<file path="config.mk">
export PLATFORM = sky130hd
export DESIGN_NAME = alarm_status_control_io
export DESIGN_NICKNAME = d
export VERILOG_FILES = /design/src/design/alarm_io_pkg.sv /design/src/design/alarm_status_control_io.sv
export SDC_FILE = /design/constraint.sdc
export NUM_CORES = 1
export LEC_CHECK = 0
export ABC_AREA = 1
export BUFFER_PORTS_ARGS = -buffer_cell sky130_fd_sc_hd__buf_2
export CAP_MARGIN = 25
export CORE_MARGIN = 2
export CORE_UTILIZATION = 65
export CTS_CLUSTER_DIAMETER = 120
export CTS_CLUSTER_SIZE = 8
export DETAILED_ROUTE_END_ITERATION = 8
export PLACE_DENSITY = 0.86
export SYNTH_ARGS = -nofsm -noshare
export SYNTH_HDL_FRONTEND = slang
export SYNTH_SLANG_ARGS = --single-unit
</file>
<file path="constraint.sdc">
create_clock -name mclk_i -period 18.25 [get_ports mclk_i]
set_clock_uncertainty 0.15 [all_clocks]
set_input_delay 5.475 -clock mclk_i [delete_from_list [all_inputs] [get_ports mclk_i]]
set_output_delay 5.475 -clock mclk_i [all_outputs]
set_load 0.02 [all_outputs]
</file>
<file path="src/design/alarm_io_pkg.sv">
/*
 * Shared constants for the alarm, status and control I/O block:
 * register offsets, field positions, reset values and unit scaling.
 * Assumes a 32-bit classic Wishbone slave with byte addresses.
 */
package alarm_io_pkg;

	// ----------------------------------------------------------------
	// Register byte offsets
	// ----------------------------------------------------------------
	localparam logic [7:0] CTRL_OFS = 8'h00;
	localparam logic [7:0] LIMIT1_OFS = 8'h04;
	localparam logic [7:0] LIMIT2_OFS = 8'h08;
	localparam logic [7:0] STATE_OFS = 8'h0c;
	localparam logic [7:0] EVENT_OFS = 8'h10;
	localparam logic [7:0] MASK_OFS = 8'h14;

	// ----------------------------------------------------------------
	// Control register fields
	// ----------------------------------------------------------------
	localparam int CTRL_EN1_BIT = 0;
	localparam int CTRL_EN2_BIT = 1;
	localparam int CTRL_UNITS_BIT = 2;
	localparam int CTRL_CAL_LSB = 4;
	localparam logic [31:0] CTRL_WMASK = 32'h0000_0037;

	// ----------------------------------------------------------------
	// Status pin positions (conducting = 1)
	// ----------------------------------------------------------------
	localparam int ST_SYS_OK = 0;
	localparam int ST_VALID = 1;
	localparam int ST_HIGH = 2;
	localparam int ST_ZERO = 3;
	localparam int ST_SPAN = 4;
	localparam int ST_DIAG = 5;
	localparam int ST_LOW = 6;
	localparam int ST_UNUSED = 7;

	// ----------------------------------------------------------------
	// Event bits (event, mask registers share this layout)
	// ----------------------------------------------------------------
	localparam int EV_ALARM1 = 0;
	localparam int EV_ALARM2 = 1;
	localparam int EV_REMOTE = 2;
	localparam int EV_FAULT = 3;
	localparam int EV_W = 4;

	// ----------------------------------------------------------------
	// Limits, LSB = 0.1 unit; reset values are in ppm
	// ----------------------------------------------------------------
	localparam int LIMIT_W = 16;
	localparam logic [15:0] LIMIT1_RST = 16'h03e8; // 100.0 ppm
	localparam logic [15:0] LIMIT2_RST = 16'h0bb8; // 300.0 ppm
	// Q16 factors: ppm -> mg/m3 is x1.3387, mg/m3 -> ppm is x(1/1.3387)
	// Gives 133.9 and 401.6 for the two default limits, and exact round trips
	localparam logic [16:0] PPM_TO_MG_Q16 = 17'h156b5;
	localparam logic [16:0] MG_TO_PPM_Q16 = 17'h0bf3b;
	localparam logic [33:0] ROUND_Q16 = 34'h0_0000_8000;

	// Calibration modes
	typedef enum logic [1:0] {
		CAL_NONE,
		CAL_ZERO,
		CAL_SPAN,
		CAL_MID
	} cal_mode_e;

endpackage

</file>
<file path="src/design/alarm_status_control_io.sv">
/*
 * Concentration alarms, eight-position status port and six-input
 * remote calibration port, with a classic Wishbone register slave.
 * Assumes conc_i and the instrument state inputs come from logic on
 * mclk_i; control pins come from outside and are synchronised here.
 */
// Behaviour
// RULE1 - Each enabled alarm closes its output while concentration exceeds its limit.
// RULE2 - After reset alarm one is disabled, limit 100 ppm, drives first output.
// RULE3 - After reset alarm two is disabled, limit 300 ppm, drives second output.
// RULE4 - A units change rescales both limits so they keep their meaning.
// RULE5 - Alarm outputs stay inactive while any calibration mode is active.
// RULE6 - Health output conducts only while no fault is present.
// RULE7 - Valid output conducts while the measurement is valid, else off.
// RULE8 - In auto range, high or low range output follows the selected range.
// RULE9 - Zero calibration output conducts exactly while in zero calibration.
// RULE10 - Span calibration output conducts exactly while in span calibration; the code also drives it during mid-point calibration.
// RULE11 - Diagnostic output conducts exactly while in diagnostic mode.
// RULE12 - First control input enters zero calibration, flagged as remote.
// RULE13 - Second control input enters span calibration, flagged as remote.
// RULE14 - Third control input enters mid-point calibration, flagged as remote.
// RULE15 - Eighth status output never conducts; three spare control inputs ignored.
// RULE16 - Control inputs synchronised; zero beats span, span beats mid-point.
`timescale 1ns/1ns

module alarm_status_control_io
	import alarm_io_pkg::*;
(
	input wire logic mclk_i,
	input wire logic rst_n_i,
	// Wishbone classic slave
	input wire logic wb_cyc_i,
	input wire logic wb_stb_i,
	input wire logic wb_we_i,
	input wire logic [7:0] wb_adr_i,
	input wire logic [3:0] wb_sel_i,
	input wire logic [31:0] wb_dat_i,
	output logic [31:0] wb_dat_o,
	output logic wb_ack_o,
	// Instrument state, same clock
	input wire logic [LIMIT_W-1:0] conc_i,
	input wire logic fault_i,
	input wire logic measurement_valid_flag_i,
	input wire logic auto_range_i,
	input wire logic high_range_i,
	input wire logic diagnostic_flag_i,
	// Control pins A..F, asynchronous
	input wire logic [5:0] ctrl_pin_i,
	// Outputs
	output logic first_alarm_output_o,
	output logic second_alarm_output_o,
	output logic [7:0] status_port_o,
	output logic [1:0] cal_mode_o,
	output logic remote_cal_o,
	output logic remote_midpoint_indication_o,
	output logic irq_o
);

	// ----------------------------------------------------------------
	// Helpers
	// ----------------------------------------------------------------
	// Rescale a limit by a Q16 factor with rounding and saturation
	function automatic logic [LIMIT_W-1:0] rescale(input logic [LIMIT_W-1:0] v, input logic to_mg);
		logic [33:0] prod;
		prod = {18'h0, v} * {17'h0, (to_mg ? PPM_TO_MG_Q16 : MG_TO_PPM_Q16)} + ROUND_Q16;
		if (|prod[33:32]) begin
			rescale = 16'hffff;
		end else begin
			rescale = prod[31:16];
		end
	endfunction

	// Merge write data into a register under byte enables and a field mask
	function automatic logic [31:0] merge(input logic [31:0] old, input logic [31:0] wd,
		input logic [3:0] sel, input logic [31:0] fmask);
		logic [31:0] m;
		m = {{8{sel[3]}}, {8{sel[2]}}, {8{sel[1]}}, {8{sel[0]}}} & fmask;
		merge = (old & ~m) | (wd & m);
	endfunction

	// ----------------------------------------------------------------
	// Control pin synchroniser
	// ----------------------------------------------------------------
	// Only A..C are used; D..F never enter the clock domain
	logic [2:0] pin_meta_reg;
	logic [2:0] pin_sync_reg;
	logic [2:0] pin_meta_next;
	logic [2:0] pin_sync_next;

	// Two stages before anything looks at the pins
	always_comb begin
		pin_meta_next = ctrl_pin_i[2:0]; // RULE16 RULE15
		pin_sync_next = pin_meta_reg;
	end

	always_ff @(posedge mclk_i) begin
		if (!rst_n_i) begin
			pin_meta_reg <= 3'h0;
			pin_sync_reg <= 3'h0;
		end else begin
			pin_meta_reg <= pin_meta_next;
			pin_sync_reg <= pin_sync_next;
		end
	end

	// ----------------------------------------------------------------
	// Register file and bus slave
	// ----------------------------------------------------------------
	logic en1_reg, en1_next;
	logic en2_reg, en2_next;
	logic units_reg, units_next;
	cal_mode_e sw_cal_reg, sw_cal_next;
	logic [LIMIT_W-1:0] limit1_reg, limit1_next;
	logic [LIMIT_W-1:0] limit2_reg, limit2_next;
	logic [EV_W-1:0] event_reg, event_next;
	logic [EV_W-1:0] mask_reg, mask_next;
	logic ack_reg, ack_next;
	logic [31:0] rdata_reg, rdata_next;
	logic irq_reg, irq_next;

	cal_mode_e mode_reg, mode_next;
	logic remote_reg, remote_next;
	logic alarm1_reg, alarm1_next;
	logic alarm2_reg, alarm2_next;
	logic [7:0] status_reg, status_next;
	logic mid_ind_reg, mid_ind_next;
	logic fault_d_reg, fault_d_next;

	logic wr_commit;
	logic [31:0] ctrl_word;
	logic [31:0] ctrl_new;
	logic [31:0] lim_new;
	logic [31:0] mask_new;
	logic [EV_W-1:0] ev_set;

	// Write lands on the edge where the master samples ack
	assign wr_commit = wb_cyc_i & wb_stb_i & wb_we_i & ack_reg;
	assign ctrl_word = {26'h0, sw_cal_reg, 1'b0, units_reg, en2_reg, en1_reg};

	// Bus answer: ack one cycle after the request, dropped the next cycle
	always_comb begin
		ack_next = wb_cyc_i & wb_stb_i & ~ack_reg;
		rdata_next = rdata_reg;
		if (wb_cyc_i && wb_stb_i && !ack_reg) begin
			unique case (wb_adr_i)
				CTRL_OFS: rdata_next = ctrl_word;
				LIMIT1_OFS: rdata_next = {16'h0, limit1_reg};
				LIMIT2_OFS: rdata_next = {16'h0, limit2_reg};
				STATE_OFS: rdata_next = {16'h0, status_reg, 1'b0, mid_ind_reg, remote_reg, mode_reg,
					1'b0, alarm2_reg, alarm1_reg};
				EVENT_OFS: rdata_next = {28'h0, event_reg};
				MASK_OFS: rdata_next = {28'h0, mask_reg};
				default: rdata_next = 32'h0; // Unmapped reads as zero
			endcase
		end
	end

	// Control, limits and mask; a units flip rescales both limits
	always_comb begin
		ctrl_new = merge(ctrl_word, wb_dat_i, wb_sel_i, CTRL_WMASK);
		lim_new = merge({16'h0, (wb_adr_i == LIMIT1_OFS) ? limit1_reg : limit2_reg}, wb_dat_i, wb_sel_i,
			32'h0000_ffff);
		mask_new = merge({28'h0, mask_reg}, wb_dat_i, wb_sel_i, 32'h0000_000f);
		en1_next = en1_reg;
		en2_next = en2_reg;
		units_next = units_reg;
		sw_cal_next = sw_cal_reg;
		limit1_next = limit1_reg;
		limit2_next = limit2_reg;
		mask_next = mask_reg;
		if (wr_commit) begin
			unique case (wb_adr_i)
				CTRL_OFS: begin
					en1_next = ctrl_new[CTRL_EN1_BIT];
					en2_next = ctrl_new[CTRL_EN2_BIT];
					units_next = ctrl_new[CTRL_UNITS_BIT];
					sw_cal_next = cal_mode_e'(ctrl_new[CTRL_CAL_LSB +: 2]);
					if (ctrl_new[CTRL_UNITS_BIT] != units_reg) begin
						limit1_next = rescale(limit1_reg, ctrl_new[CTRL_UNITS_BIT]); // RULE4
						limit2_next = rescale(limit2_reg, ctrl_new[CTRL_UNITS_BIT]); // RULE4
					end
				end
				LIMIT1_OFS: limit1_next = lim_new[LIMIT_W-1:0];
				LIMIT2_OFS: limit2_next = lim_new[LIMIT_W-1:0];
				MASK_OFS: mask_next = mask_new[EV_W-1:0];
				default: ;
			endcase
		end
	end

	// Sticky events: a new event wins over a write-one clear
	always_comb begin
		ev_set = '0;
		ev_set[EV_ALARM1] = alarm1_next & ~alarm1_reg;
		ev_set[EV_ALARM2] = alarm2_next & ~alarm2_reg;
		ev_set[EV_REMOTE] = remote_next & ~remote_reg;
		ev_set[EV_FAULT] = fault_i & ~fault_d_reg;
		event_next = event_reg;
		if (wr_commit && wb_adr_i == EVENT_OFS && wb_sel_i[0]) begin
			event_next = event_reg & ~wb_dat_i[EV_W-1:0];
		end
		event_next = event_next | ev_set;
		irq_next = |(event_next & mask_next);
		fault_d_next = fault_i;
	end

	// ----------------------------------------------------------------
	// Calibration mode selection
	// ----------------------------------------------------------------
	// Remote pins override software; a remote mode lasts while its pin is held
	always_comb begin
		remote_next = 1'b1;
		if (pin_sync_reg[0]) begin
			mode_next = CAL_ZERO; // RULE12 RULE16
		end else if (pin_sync_reg[1]) begin
			mode_next = CAL_SPAN; // RULE13 RULE16
		end else if (pin_sync_reg[2]) begin
			mode_next = CAL_MID; // RULE14
		end else begin
			mode_next = sw_cal_next;
			remote_next = 1'b0;
		end
		mid_ind_next = remote_next & (mode_next == CAL_MID); // RULE14
	end

	// ----------------------------------------------------------------
	// Alarms and status port
	// ----------------------------------------------------------------
	// Calibration suppresses alarms so span gas cannot trip them
	always_comb begin
		alarm1_next = en1_reg & (conc_i > limit1_reg) & (mode_next == CAL_NONE); // RULE1 RULE2 RULE5
		alarm2_next = en2_reg & (conc_i > limit2_reg) & (mode_next == CAL_NONE); // RULE1 RULE3 RULE5
		status_next = 8'h00;
		status_next[ST_SYS_OK] = ~fault_i; // RULE6
		status_next[ST_VALID] = measurement_valid_flag_i; // RULE7
		status_next[ST_HIGH] = auto_range_i & high_range_i; // RULE8
		status_next[ST_LOW] = auto_range_i & ~high_range_i; // RULE8
		status_next[ST_ZERO] = (mode_next == CAL_ZERO); // RULE9
		status_next[ST_SPAN] = (mode_next == CAL_SPAN) | (mode_next == CAL_MID); // RULE10
		status_next[ST_DIAG] = diagnostic_flag_i; // RULE11
		status_next[ST_UNUSED] = 1'b0; // RULE15
	end

	// ----------------------------------------------------------------
	// State registers
	// ----------------------------------------------------------------
	always_ff @(posedge mclk_i) begin
		if (!rst_n_i) begin
			en1_reg <= 1'b0; // RULE2
			en2_reg <= 1'b0; // RULE3
			units_reg <= 1'b0;
			sw_cal_reg <= CAL_NONE;
			limit1_reg <= LIMIT1_RST; // RULE2
			limit2_reg <= LIMIT2_RST; // RULE3
			event_reg <= '0;
			mask_reg <= '0;
			ack_reg <= 1'b0;
			rdata_reg <= 32'h0;
			irq_reg <= 1'b0;
			mode_reg <= CAL_NONE;
			remote_reg <= 1'b0;
			alarm1_reg <= 1'b0;
			alarm2_reg <= 1'b0;
			status_reg <= 8'h00;
			mid_ind_reg <= 1'b0;
			fault_d_reg <= 1'b0;
		end else begin
			en1_reg <= en1_next;
			en2_reg <= en2_next;
			units_reg <= units_next;
			sw_cal_reg <= sw_cal_next;
			limit1_reg <= limit1_next;
			limit2_reg <= limit2_next;
			event_reg <= event_next;
			mask_reg <= mask_next;
			ack_reg <= ack_next;
			rdata_reg <= rdata_next;
			irq_reg <= irq_next;
			mode_reg <= mode_next;
			remote_reg <= remote_next;
			alarm1_reg <= alarm1_next;
			alarm2_reg <= alarm2_next;
			status_reg <= status_next;
			mid_ind_reg <= mid_ind_next;
			fault_d_reg <= fault_d_next;
		end
	end

	// Every output straight from a flip-flop
	assign wb_ack_o = ack_reg;
	assign wb_dat_o = rdata_reg;
	assign first_alarm_output_o = alarm1_reg;
	assign second_alarm_output_o = alarm2_reg;
	assign status_port_o = status_reg;
	assign cal_mode_o = mode_reg;
	assign remote_cal_o = remote_reg;
	assign remote_midpoint_indication_o = mid_ind_reg;
	assign irq_o = irq_reg;

endmodule

</file>
==> flow_metrics.env <==
export IMPL_outcome="finished clean"
export IMPL_period_needed_ns=12.58
export IMPL_p_leak_nw=11.6
export IMPL_vias=16900
export IMPL_fmax_ghz=0.0795
export IMPL_drive_gt1_share_pct=6.17
export IMPL_areaGrowthSynthToFinish_pct=5.25
export IMPL_io_pins=124
export IMPL_setup_violations=0
export IMPL_diodes=0
export IMPL_hold_buffers=0
export IMPL_crit_arrival_ns=12.68
export IMPL_synth_edff_count=0
export IMPL_drt_iter0_drc=1228
export IMPL_syn_area_um2=20100
export IMPL_power_frac_comb_pct=78.9
export IMPL_synth_xor_xnor_area_share_pct=0.960
export IMPL_finalPower_mw=1.79
export IMPL_htreeDepth=3
export IMPL_synth_compound_area_share_pct=10.3
export IMPL_drc=0
export IMPL_clock_sinks=83
export IMPL_cts_root_buf="clkbuf_16"
export IMPL_grt_max_degree=72
export IMPL_fin_setup_tns_ns=0
export IMPL_antenna_found_initial=0
export IMPL_finalCoreUtilization_pct=69.2
export IMPL_ir_drop_v=0.000173
export IMPL_track_usage_pct=37.4
export IMPL_die_h_um=180
export IMPL_path_clk_slew_ns=0.07
export IMPL_routedWlPerCell_um=19.7
export IMPL_p_clk_share_pct=10.7
export IMPL_hp_class="flop to flop"
export IMPL_synth_top_family_by_area="adder cells"
export IMPL_synth_ff_type="dfxtp_1"
export IMPL_internal_power_mw=0.786
export IMPL_cts_resized=0
export IMPL_synthMuxAreaShare_pct=0.399
export IMPL_gp_congestion=1.04
export IMPL_rsz0062_at_grt="no"
export IMPL_cpMaxStageDelayCell="fa_1"
export IMPL_final_common_cell="inv_1"
export IMPL_worstMarginPinSlew_ns=0.888
export IMPL_grt_pass1_vias=18300
export IMPL_via_per_inst=5.70
export IMPL_relSlewSlack_pct=40.2
export IMPL_clockBufferDepth=2
export IMPL_synth_simple_area_share_pct=15.1
export IMPL_portBuffers=85
export IMPL_clkLatencyLatePin_ns=0.36
export IMPL_critPathRequiredTime_ns=18.35
export IMPL_finalCritPeriodShare_pct=68.9
export IMPL_cts_tree="done"
export IMPL_async_flop_share_pct=0
export IMPL_holdWs_ns=0.274
export IMPL_first_pass_iters=6
export IMPL_dpl_cell_area_um2=20800
export IMPL_row_count=64
export IMPL_netSwitchingFraction_pct=56.1
export IMPL_seqPwrFrac_pct=10.3
export IMPL_nNetsFinal=3280
export IMPL_synth_adder_area_share_pct=51.2
export IMPL_final_cell_mix="inv_1 (628), nand2_1 (391), fa_1 (318), ha_1 (312), a21oi_1 (181)"
export IMPL_die_w_um=180
export IMPL_dp_cells=2959
export IMPL_preCtsSetupSlack_ns=5.48
export IMPL_hold_violations=0
export IMPL_start_util_pct=65.8
export IMPL_cp_max_fo=29
export IMPL_final_area_um2=21100
export IMPL_p_switching_mw=1.01
export IMPL_ant_nets=0
export IMPL_worstSetupStartpointType="input pin"
export IMPL_stdcell_count=2975
export IMPL_core_area_um2=30500
export IMPL_wl_um=58700
export IMPL_path_class="input pin to flop"
export IMPL_numCtsBuffers=9
export IMPL_grt_pass1_wl_um=93700
export IMPL_hpwl_um=51500
export IMPL_power_density_nw_per_um2=84.8
export IMPL_endpoint_kind="flop"
export IMPL_yosysWarningCount=0
export IMPL_setup_slack_ns=5.67
export IMPL_yosysSeqAreaShare_pct=8.28
export IMPL_overflow=0
export IMPL_synth_seq_cells=83
export IMPL_dieArea_um2=32300
export IMPL_ys_types=61
export IMPL_cts_setup_buffers=0
export IMPL_cpPeakStageDelay_ns=0.54
export IMPL_netlist_instances=2515
export IMPL_drv_slew=0
export IMPL_syn_avg_cell_area_um2=7.98
export IMPL_drv_cap=0
## layer usage
layer  GRT usage (%)  vias up  part of all wire, %
met3            4.25      232                  5.9
met2            68.5      720                   52
met1            40.7     8176                   35
met4            25.1        0                  7.8
li1                -     7821                    -
met5               0        -                    0
## logic make-up (layout without fill, tap and decap cells)
| family | count (synthesis) | count (layout) |
|---|---|---|
| AOI/OAI and AO/OA | 370 | 370 |
| xor gates and xnor gates | 22 | 22 |
| adders and majority gates | 630 | 630 |
| buffers and inverters | 712 | 741 |
| DFF | 83 | 83 |
| muxes | 8 | 8 |
| other | 2 | 37 |
| and+or+nand+nor | 688 | 688 |
## synthesized netlist by cell type (2+ instances only)
master / instances / share of area, %
a31oi_1: 3 / 0.094
o21ai_1: 18 / 0.45
nand2_2: 13 / 0.41
nand2_1: 391 / 7.3
buf_4: 17 / 0.64
nor4_1: 7 / 0.22
xor2_1: 12 / 0.52
a21oi_2: 3 / 0.13
nand3b_1: 6 / 0.22
o21a_1: 5 / 0.19
o22ai_1: 2 / 0.062
o31ai_1: 3 / 0.11
a21oi_4: 2 / 0.16
fa_1: 318 / 32
inv_2: 5 / 0.094
nand4_1: 17 / 0.53
conb_1: 2 / 0.037
buf_1: 7 / 0.13
a21boi_1: 2 / 0.075
nor3b_1: 3 / 0.11
o21ai_0: 94 / 2.3
dfxtp_1: 83 / 8.3
a21boi_0: 9 / 0.34
mux2i_1: 8 / 0.40
nor2_4: 4 / 0.22
xnor2_1: 10 / 0.44
o2111ai_1: 2 / 0.087
ha_1: 312 / 19
inv_1: 628 / 12
o21bai_1: 20 / 0.75
nand3_4: 4 / 0.35
a21o_1: 11 / 0.41
clkbuf_1: 45 / 0.84
nor2_1: 167 / 3.1
nor3_1: 14 / 0.35
nand3_1: 39 / 0.97
o211ai_1: 10 / 0.37
a21oi_1: 181 / 4.5
nand2_4: 5 / 0.28
buf_2: 8 / 0.20
nand3_2: 5 / 0.25
## path summary, 6_finish.rpt
path | start | cells past startpoint | to | slack [ns]
worst min register to register | pin_meta_reg[0] | 2 | pin_sync_reg[0] | 0.27
worst max register to register | units_reg | 27 | limit2_reg[11] | 10.92
worst min-delay path | pin_meta_reg[0] | 2 | pin_sync_reg[0] | 0.27
worst max-delay path | wb_sel_i[0] | 29 | limit2_reg[11] | 5.67
## worst max-delay path: cells and delay by family
family	cells	cell delay [ns]
AO/OA/AOI/OAI	5	1.17
buffers and inverters	8	1.68
adder cells (fa/ha/maj)	7	3.28
AND/OR/NAND/NOR	9	1.07
## final cells by class
type                            count  area (um2)
Multi-Input combinational cell   1755       15800
Fill cell                        2526        9380
Inverter                          634        2380
Sequential cell                    83        1660
Tap cell                          396         495
Timing Repair Buffer               91         490
Clock buffer                       10         239
Clock inverter                      6        71.3
## power by group through the flow
stage	combinational, mW	clock [mW]	sequential [mW]
2_1_floorplan	0.995	0	0.190
3_3_place_gp	1.35	0	0.189
3_5_place_dp	1.37	0	0.189
4_1_cts	1.39	0.192	0.185
5_1_grt	1.58	0.199	0.185
6_report	1.41	0.192	0.185
(Power assumes the default switching activity.)
